[src/verilog/ebdv_pkg.sv]
// Function
// - Pull the instruction-start marker low in each instruction's first bus cycle.
// - With visibility set, drive internal read data onto the external data bus.
// - With visibility clear, leave the data bus undriven on internal reads.
// - Reset into a normal mode clears the visibility bit.
// - Reset into a special mode sets it; cleared once, it is read-only.
// - Normal modes ignore setting it unless the newer-variant option allows.
// - After software clears it, visibility stays off until the next reset.
// - Visible reads drive the bus outward although the cycle is a read.
// - In expanded modes the two lost ports' addresses go out externally.
// - Handshake interrupts share the external interrupt request vector.
// - Register block and RAM relocate independently to any 4-Kbyte boundary.
// - Normal expanded mode never drives the bus on nonvolatile memory reads.
// - The marker is open-drain active low, released outside that cycle.
package ebdv_pkg;

    typedef enum logic [1:0]
    {
        EBDV_NORMAL_SINGLE,
        EBDV_NORMAL_EXPANDED,
        EBDV_SPECIAL_BOOT,
        EBDV_SPECIAL_TEST
    } ebdv_mode_type;

    typedef struct packed
    {
        logic        cycle_start;
        logic        instr_start;
        logic        read;
        logic [15:0] addr;
    } ebdv_bus_req_type;

    localparam int          EBDV_PAGE_LSB     = 12;
    localparam logic [5:0]  EBDV_REG_SPAN_HI  = 6'h3f;
    localparam logic [7:0]  EBDV_RAM_SPAN_HI  = 8'hff;
    localparam logic [5:0]  EBDV_PORT_LO      = 6'h02;
    localparam logic [5:0]  EBDV_PORT_HI      = 6'h07;
    localparam logic [15:0] EBDV_EEPROM_LO    = 16'hb600;
    localparam logic [15:0] EBDV_EEPROM_HI    = 16'hb7ff;
    localparam logic [15:0] EBDV_ROM_LO       = 16'he000;
    localparam logic [7:0]  EBDV_DATA_RESET   = 8'h00;
    localparam logic [3:0]  EBDV_REG_BASE_RST = 4'h1;
    localparam logic [3:0]  EBDV_RAM_BASE_RST = 4'h0;

endpackage

[src/verilog/ebdv_expansion_debug.sv]
`timescale 1ns/10ps
module ebdv_expansion_debug
    import ebdv_pkg::*;
(
    input  wire logic             i_clock,
    input  wire logic             i_reset,
    input  wire logic             i_mode_a_pin,
    input  wire logic             i_mode_b_pin,
    input  wire logic             i_ext_irq_n_pin,
    input  wire ebdv_bus_req_type i_bus,
    input  wire logic [7:0]       i_internal_rdata,
    input  wire logic             i_vis_write,
    input  wire logic             i_vis_wdata,
    input  wire logic             i_newer_variant,
    input  wire logic             i_base_write,
    input  wire logic [3:0]       i_reg_base,
    input  wire logic [3:0]       i_ram_base,
    input  wire logic             i_onchip_rom_enable,
    input  wire logic             i_handshake_irq,
    output logic                  o_instruction_start_marker_o,
    output logic                  o_instruction_start_marker_oe,
    output logic [7:0]            o_data_o,
    output logic                  o_data_oe,
    output logic                  o_external_access,
    output logic                  o_internal_read_visibility,
    output logic                  o_mode_ready,
    output logic                  o_irq_request
);

    // Pin synchronisers
    logic [2:0] sync1_q;
    logic [2:0] sync1_d;
    logic [2:0] sync2_q;
    logic [2:0] sync2_d;

    always_comb
    begin
        sync1_d = {i_ext_irq_n_pin, i_mode_b_pin, i_mode_a_pin};
        sync2_d = sync1_q;
    end

    // No reset, so straps settle while reset is held
    always_ff @(posedge i_clock)
    begin
        sync1_q <= sync1_d;
        sync2_q <= sync2_d;
    end

    // Mode capture and visibility bit
    ebdv_mode_type mode_q;
    ebdv_mode_type mode_d;
    logic          init_q;
    logic          init_d;
    logic          ready_q;
    logic          ready_d;
    logic          irv_q;
    logic          irv_d;
    logic          locked_q;
    logic          locked_d;
    logic [3:0]    reg_base_q;
    logic [3:0]    reg_base_d;
    logic [3:0]    ram_base_q;
    logic [3:0]    ram_base_d;
    logic          special;
    logic          expanded;

    always_comb
    begin
        special  = (mode_q == EBDV_SPECIAL_BOOT) ||
                   (mode_q == EBDV_SPECIAL_TEST);
        expanded = (mode_q == EBDV_NORMAL_EXPANDED) ||
                   (mode_q == EBDV_SPECIAL_TEST);
    end

    always_comb
    begin
        mode_d     = mode_q;
        init_d     = 1'b0;
        ready_d    = ready_q | init_q;
        irv_d      = irv_q;
        locked_d   = locked_q;
        reg_base_d = reg_base_q;
        ram_base_d = ram_base_q;
        if (init_q)
        begin
            // Straps are sampled once, just after reset release
            case ({sync2_q[1], sync2_q[0]})
                2'b10:   mode_d = EBDV_NORMAL_SINGLE;
                2'b11:   mode_d = EBDV_NORMAL_EXPANDED;
                2'b00:   mode_d = EBDV_SPECIAL_BOOT;
                default: mode_d = EBDV_SPECIAL_TEST;
            endcase
            irv_d = ~sync2_q[1];
        end
        else if (ready_q && i_vis_write && !locked_q)
        begin
            if (!i_vis_wdata)
            begin
                irv_d    = 1'b0;
                locked_d = 1'b1;
            end
            else if (special || i_newer_variant)
            begin
                irv_d = 1'b1;
            end
        end
        if (ready_q && i_base_write)
        begin
            reg_base_d = i_reg_base;
            ram_base_d = i_ram_base;
        end
    end

    always_ff @(posedge i_clock)
    begin
        if (i_reset)
        begin
            mode_q     <= EBDV_NORMAL_SINGLE;
            init_q     <= 1'b1;
            ready_q    <= 1'b0;
            irv_q      <= 1'b0;
            locked_q   <= 1'b0;
            reg_base_q <= EBDV_REG_BASE_RST;
            ram_base_q <= EBDV_RAM_BASE_RST;
        end
        else
        begin
            mode_q     <= mode_d;
            init_q     <= init_d;
            ready_q    <= ready_d;
            irv_q      <= irv_d;
            locked_q   <= locked_d;
            reg_base_q <= reg_base_d;
            ram_base_q <= ram_base_d;
        end
    end

    // Internal address decode
    logic reg_hit;
    logic ram_hit;
    logic port_hit;
    logic nvm_hit;
    logic internal;
    logic nvm_block;

    always_comb
    begin
        reg_hit  = (i_bus.addr[15:EBDV_PAGE_LSB] == reg_base_q) &&
                   (i_bus.addr[11:6] == 6'h00);
        ram_hit  = (i_bus.addr[15:EBDV_PAGE_LSB] == ram_base_q) &&
                   (i_bus.addr[11:8] == 4'h0) && !reg_hit;
        port_hit = reg_hit && (i_bus.addr[5:0] >= EBDV_PORT_LO) &&
                   (i_bus.addr[5:0] <= EBDV_PORT_HI);
        nvm_hit  = ((i_bus.addr >= EBDV_EEPROM_LO) &&
                    (i_bus.addr <= EBDV_EEPROM_HI)) ||
                   (i_onchip_rom_enable && (i_bus.addr >= EBDV_ROM_LO));
        nvm_hit  = nvm_hit && !reg_hit && !ram_hit;
        // Lost ports decode external when expanded
        internal = (reg_hit && !(expanded && port_hit)) ||
                   ram_hit || nvm_hit;
        // Nonvolatile reads stay quiet in normal expanded
        nvm_block = nvm_hit && (mode_q == EBDV_NORMAL_EXPANDED);
    end

    // Bus cycle outputs: enables and external access held for the full bus cycle, data = i_internal_rdata at cycle start or if data_oe_q, else EBDV_DATA_RESET
    logic       marker_oe_q;
    logic       marker_oe_d;
    logic       data_oe_q;
    logic       data_oe_d;
    logic [7:0] data_q;
    logic [7:0] data_d;
    logic       ext_q;
    logic       ext_d;
    logic       irq_q;
    logic       irq_d;

    always_comb
    begin
        marker_oe_d = marker_oe_q;
        data_oe_d   = data_oe_q;
        ext_d       = ext_q;
        data_d      = data_oe_q ? i_internal_rdata : EBDV_DATA_RESET;
        if (i_bus.cycle_start && ready_q)
        begin
            // Low only for the first cycle
            marker_oe_d = i_bus.instr_start;
            data_oe_d   = irv_q && i_bus.read && internal && !nvm_block;
            data_d      = i_internal_rdata;
            ext_d       = expanded && !internal;
        end
        irq_d = i_handshake_irq || !sync2_q[2];
    end

    always_ff @(posedge i_clock)
    begin
        if (i_reset)
        begin
            marker_oe_q <= 1'b0;
            data_oe_q   <= 1'b0;
            data_q      <= EBDV_DATA_RESET;
            ext_q       <= 1'b0;
            irq_q       <= 1'b0;
        end
        else
        begin
            marker_oe_q <= marker_oe_d;
            data_oe_q   <= data_oe_d;
            data_q      <= data_d;
            ext_q       <= ext_d;
            irq_q       <= irq_d;
        end
    end

    // Open-drain marker only ever drives low
    always_ff @(posedge i_clock)
    begin
        o_instruction_start_marker_o <= 1'b0;
    end

    always_comb
    begin
        o_instruction_start_marker_oe = marker_oe_q;
        o_data_o                      = data_q;
        o_data_oe                     = data_oe_q;
        o_external_access             = ext_q;
        o_internal_read_visibility    = irv_q;
        o_mode_ready                  = ready_q;
        o_irq_request                 = irq_q;
    end
endmodule

[config.mk]
export PLATFORM = sky130hd
export DESIGN_NAME = ebdv_expansion_debug
export DESIGN_NICKNAME = d
export VERILOG_FILES = /design/src/verilog/ebdv_pkg.sv /design/src/verilog/ebdv_expansion_debug.sv
export SDC_FILE = /design/constraint.sdc
export NUM_CORES = 1
export LEC_CHECK = 0
export ABC_AREA = 1
export BUFFER_PORTS_ARGS = -buffer_cell sky130_fd_sc_hd__buf_2
export CAP_MARGIN = 30
export CORE_MARGIN = 5
export CORE_UTILIZATION = 45
export CTS_CLUSTER_SIZE = 16
export DETAILED_ROUTE_END_ITERATION = 8
export PLACE_DENSITY = 0.78
export SYNTH_ARGS = -nofsm -noshare
export SYNTH_HDL_FRONTEND = slang
export SYNTH_SLANG_ARGS = --single-unit
[constraint.sdc]
create_clock -name i_clock -period 1.2 [get_ports i_clock]
set_input_delay 0.06 -clock i_clock [delete_from_list [all_inputs] [get_ports i_clock]]
set_output_delay 0.06 -clock i_clock [all_outputs]
set_load 0.05 [all_outputs]
# Word level (Yosys, flattened, before mapping)
# Cells that the tools add are included.
[word_totals]
regBits = 32
latch_bits = 0
ramBits = 0
rom_bits = 0
in_bits = 46
output_inout_bits = 15
elab_cells = 79
memories = 0
[op_classes]
n_addsub = 0
n_mul = 0
n_div = 0
order_cmp = 5
n_eq_ne = 8
shifts = 0
n_mux = 8
n_bitwise = 4
reduce_logical = 40
[op_table]
columns = ["cell", "count"]
rows = [
  ["$ge 16x16->1 const B", 2],
  ["$logic_and 1x1->1", 20],
  ["$le 16x16->1 const B", 1],
  ["$mux 8", 2],
  ["$eq 2x2->1 const B", 4],
  ["$eq 4x4->1", 2],
  ["$logic_not 1->1", 7],
  ["$logic_or 1x1->1", 7],
  ["$ge 6x2->1 const B", 1],
  ["$le 6x3->1 const B", 1],
  ["$logic_not 6->1", 1],
  ["$pmux 2 s3", 1],
  ["$mux 1", 5],
  ["$logic_not 4->1", 1],
  ["$ne 3x1->1 const B", 1],
  ["$not 1->1", 3],
  ["$reduce_and 3->1", 1],
  ["$eq 2x1->1 const B", 1],
  ["$logic_not 2->1", 1],
  ["$reduce_and 2->1", 1],
  ["$reduce_bool 2->1", 1],
  ["$or 1x1->1", 1],
]

# Longest topological paths before layout
[logic_depth]
depth_word = 11
mapped_depth = 10
depth_no_buf = 10

# Least setup slack after synthesis
# Ideal clock, no wire load.
[synth_timing]
kind = "register to register"
start = "register ready_q (netlist: o_mode_ready)"
end = "register data_oe_q (netlist: o_data_oe)"
setup_ns = 0.066
arrival_time_ns = 1.360
path_slack_ns = -0.226
stages_incl_launch_ff = 6
path_buffers = 0
path_cell_list = "dfxtp_1 > nand2_1 > inv_1 > o21ai_2 > o21bai_1 > a21oi_2"
[synth_via]
elab_chain_cells = 1
[synth_lines]
columns = ["element", "line_no", "text"]
rows = [
  ["from (decl)", "ebdv_expansion_debug.sv:54", "logic ready_q;"],
  ["from (signal assigned)", "ebdv_expansion_debug.sv:130", "ready_q <= ready_d;"],
  ["$logic_and 1x1->1", "ebdv_expansion_debug.sv:183", "if (i_bus.cycle_start && ready_q)"],
  ["to (signal assigned)", "ebdv_expansion_debug.sv:207", "data_oe_q <= data_oe_d;"],
  ["to (decl)", "ebdv_expansion_debug.sv:168", "logic data_oe_q;"],
]
# Every way passes these cells.
# A chain may end at the register's enable or synchronous reset.

# Final worst setup path
[layout_timing]
start = "register ram_base_q[1]"
end = "register data_oe_q (netlist: o_data_oe)"
[layout_via]
elab_chain_cells = 8
elab_cells_between_ends = 11
[layout_lines]
columns = ["element", "line_no", "text"]
rows = [
  ["from (decl)", "ebdv_expansion_debug.sv:62", "logic [3:0] ram_base_q;"],
  ["from (signal assigned)", "ebdv_expansion_debug.sv:134", "ram_base_q <= ram_base_d;"],
  ["$eq 4x4->1 (*)", "ebdv_expansion_debug.sv:150", "ram_hit = (i_bus.addr[15:EBDV_PAGE_LSB] == ram_base_q) &&"],
  ["$logic_and 1x1->1 (*)", "ebdv_expansion_debug.sv:150", ""],
  ["$logic_and 1x1->1 (*)", "ebdv_expansion_debug.sv:151", "(i_bus.addr[11:8] == 4'h0) && !reg_hit;"],
  ["$logic_not 1->1", "ebdv_expansion_debug.sv:157", "nvm_hit = nvm_hit && !reg_hit && !ram_hit;"],
  ["$logic_and 1x1->1", "ebdv_expansion_debug.sv:157", ""],
  ["$logic_or 1x1->1 / $logic_and 1x1->1 (equally long branches)", "ebdv_expansion_debug.sv:160, ebdv_expansion_debug.sv:162", ""],
  ["$logic_and 1x1->1 / $logic_not 1->1 (equally long branches)", "ebdv_expansion_debug.sv:187", "data_oe_d = irv_q && i_bus.read && internal && !nvm_block;"],
  ["$logic_and 1x1->1 (*)", "ebdv_expansion_debug.sv:187", ""],
]
# Mark *: on every way between the ends. The rest lies on a longest branch, timed or not.

==> impl_results.md <==
* Status: completed
* Die footprint at 3961 um^2
* Commonest non-fill, non-tap cells in the layout: 58 x buf_2, 32 x nand2_1, 31 x nor2_1
* Dpl hpwl at approximately 2200 um
* MaxCap Viol Count at 0
* Commonest non-fill, non-tap cell in the layout: buf_2
* Initial antenna violation count at 0
* GP Congestion at roughly 0.76
* Post-CTS Repair Setup Buffers at 0
* Post-synth cell types at 23
* Die height at approximately 63 um
* Syn Inst Count at 170
* Total GRT Usage at between 10% and 20%
* Die width at 62.94 um
* Mapped Nets at around 220
* Worst min path class: primary input to flip-flop
* Drt via density at between 4 and 5
* Wire per inst at 10.79 um
* Clk_lat worst skew at around 0.32 ns
* Vias in the first global route at about 1200
* Crit path kind: flip-flop to flip-flop
* CTS sink count at 32
* Cell Pwr Density at 1269 nW/um^2
* DRC viols at 0
* Syn Area/Cell at ~7.4 um^2
* Layout Nets at just under 300
* Placed Instances at 258
* RSZ-0062 raised after global routing: true
* Worst setup EP type: flip-flop
* Minimum clock period at about 1.1 ns
* Final setup vio count at 0
* First-pass DRT Iterations at 6
* Port-buffer cells at just under 60
* Post-Route WL at around 3000 um
* Max Clock Freq at 871.0 MHz
* Setup TNS at 0 ns
* Main synth FF type: dfxtp_1
* Post-Syn Area at 1261 um^2
* ANT cells at 0
* Row Count at 19
* Core Util, Final at 67.82%
* Ys Warns at 0
* ANT nets after route at 0
* Seq/Total Area, Yosys at between 50% and 60%
* Final hold vios at 0
* CTS HTree Levels at 2
* Hold slack at between 0.001 and 0.0015 ns
* Core footprint at 2710 um^2
* LEAKAGE at roughly 0.95 nW
* Worst-path fanout max at 2
* Seq cells post-synth at 32
* DP Area at ~1600 um^2
* Ports at 61
* Number of buffers created by CTS at 5
* Layout cell share with drive strength beyond 1 at 35.60%
* Max-slew violation count at 0
* Area Overhead vs Synth at 45.73%
* Largest net degree at the start of global routing at 15
* Vias at 1266
* Maximum VDD drop at 1.243 mV
* Clock Path Buffers at 2
* Finished Layout Cells at around 280
* Initial Utilization at ~47%
* Finished Cell Area at roughly 1800 um^2
* Async set or reset register ratio after synthesis at 0%
* First-pass GRT wire length at roughly 5000 um
* Global route overflow at 0
* Clock-pin slew on the worst setup and hold paths at roughly 0.090 ns
* Arr. time, crit path at ~1.4 ns
* Worst Path Required at 1.47 ns
* EDFF count, synth at 0
* Startpoint Class: flip-flop
* Clk_skew at about 0.0056 ns
* TritonCTS clock tree: built
* Tcrit/Tclk final at between 90 and 100%
* First DRT Iteration DRCs at between 50 and 60
* Clock root buffer master: clkbuf_4
[critical path, stage by stage (launching register included)]
cell	delay [ns]
dfxtp_2	0.35
inv_2	0.04
nand2_1	0.05
nand2_1	0.05
nor2_1	0.12
nand3_1	0.13
nand2_1	0.08
nand2_1	0.07
nand2_1	0.06
nand2_1	0.06
a21oi_2	0.10
[timing repair]
item | in CTS | in global routing
resized for setup | 0 | 11
hold endpoints to repair | 18 | 0
hold buffers | 15 | 0
endpoints found under the setup margin | 0 | 7
[kinds of logic after synthesis]
family | share of synthesized area, %
compound gates | 13.89
xor+xnor | 0.6946
other cells | 0.2973
simple gates | 24.60
flops | 50.79
buf+inv | 9.722
[cells in the mapped netlist (2+ instances only)]
library cell / count / area, um^2
buf_2: 2 / 10.01
o21bai_1: 2 / 15.01
a21oi_1: 11 / 55.05
dfxtp_1: 32 / 640.6
nor2_1: 32 / 120.1
o21ai_0: 11 / 55.05
a21oi_2: 2 / 17.52
inv_1: 26 / 97.59
nand2_2: 2 / 12.51
nand3_1: 4 / 20.02
inv_2: 2 / 7.510
nand2_1: 33 / 123.9
[stage by stage]
stage                     worst slack, ns  power, mW
after CTS                         0.04607      2.346
final                             0.05187      2.332
after detailed placement          0.06702      1.520
after global routing             -0.04345      2.460
after floorplan                   0.03310      1.390
after global placement            0.08612      1.514
[layer usage]
| metal | routed length, um | global-route usage [%] | vias up |
|---|---|---|---|
| li1 | - | - | 679 |
| met2 | 1544 | 27.95 | 39 |
| met5 | 0 | 0 | - |
| met4 | 71 | 6.631 | 0 |
| met3 | 241 | 5.755 | 9 |
| met1 | 1174 | 16.52 | 539 |
[registers in the layout (all words and copies together) (netlist names), 2 cells and up]
name and count:
mode_q 2, o_data_o 8, ram_base_q 4, reg_base_q 4
sync1_q 3, sync2_q 3
[path summary, 6_finish.rpt]
kind / slack [ns] / from / cells past startpoint / end
worst max-delay path: 0.05 / ram_base_q[1] / 10 / o_data_oe
worst min-delay path: 0.001 / i_ram_base[2] / 3 / ram_base_q[2]
worst max register to register: 0.05 / ram_base_q[1] / 10 / o_data_oe
worst min register to register: 0.33 / sync1_q[2] / 0 / sync2_q[2]
[cell type report]
class,count,area [um^2]
Fill cell,246,872.1
Tap cell,31,38.79
Inverter,28,108.9
Multi-Input combinational cell,107,508.0
Sequential cell,32,650.6
Timing Repair Buffer,75,455.4
Clock inverter,2,35.03
Clock buffer,6,41.29
[power breakdown]
part	internal, mW	switching [mW]	leakage (nW)
logic	0.161	0.233	0.644
registers	1.12	0.0261	0.266
clock network	0.437	0.354	0.0422
Note: power is estimated with default switching activity, not from simulation.
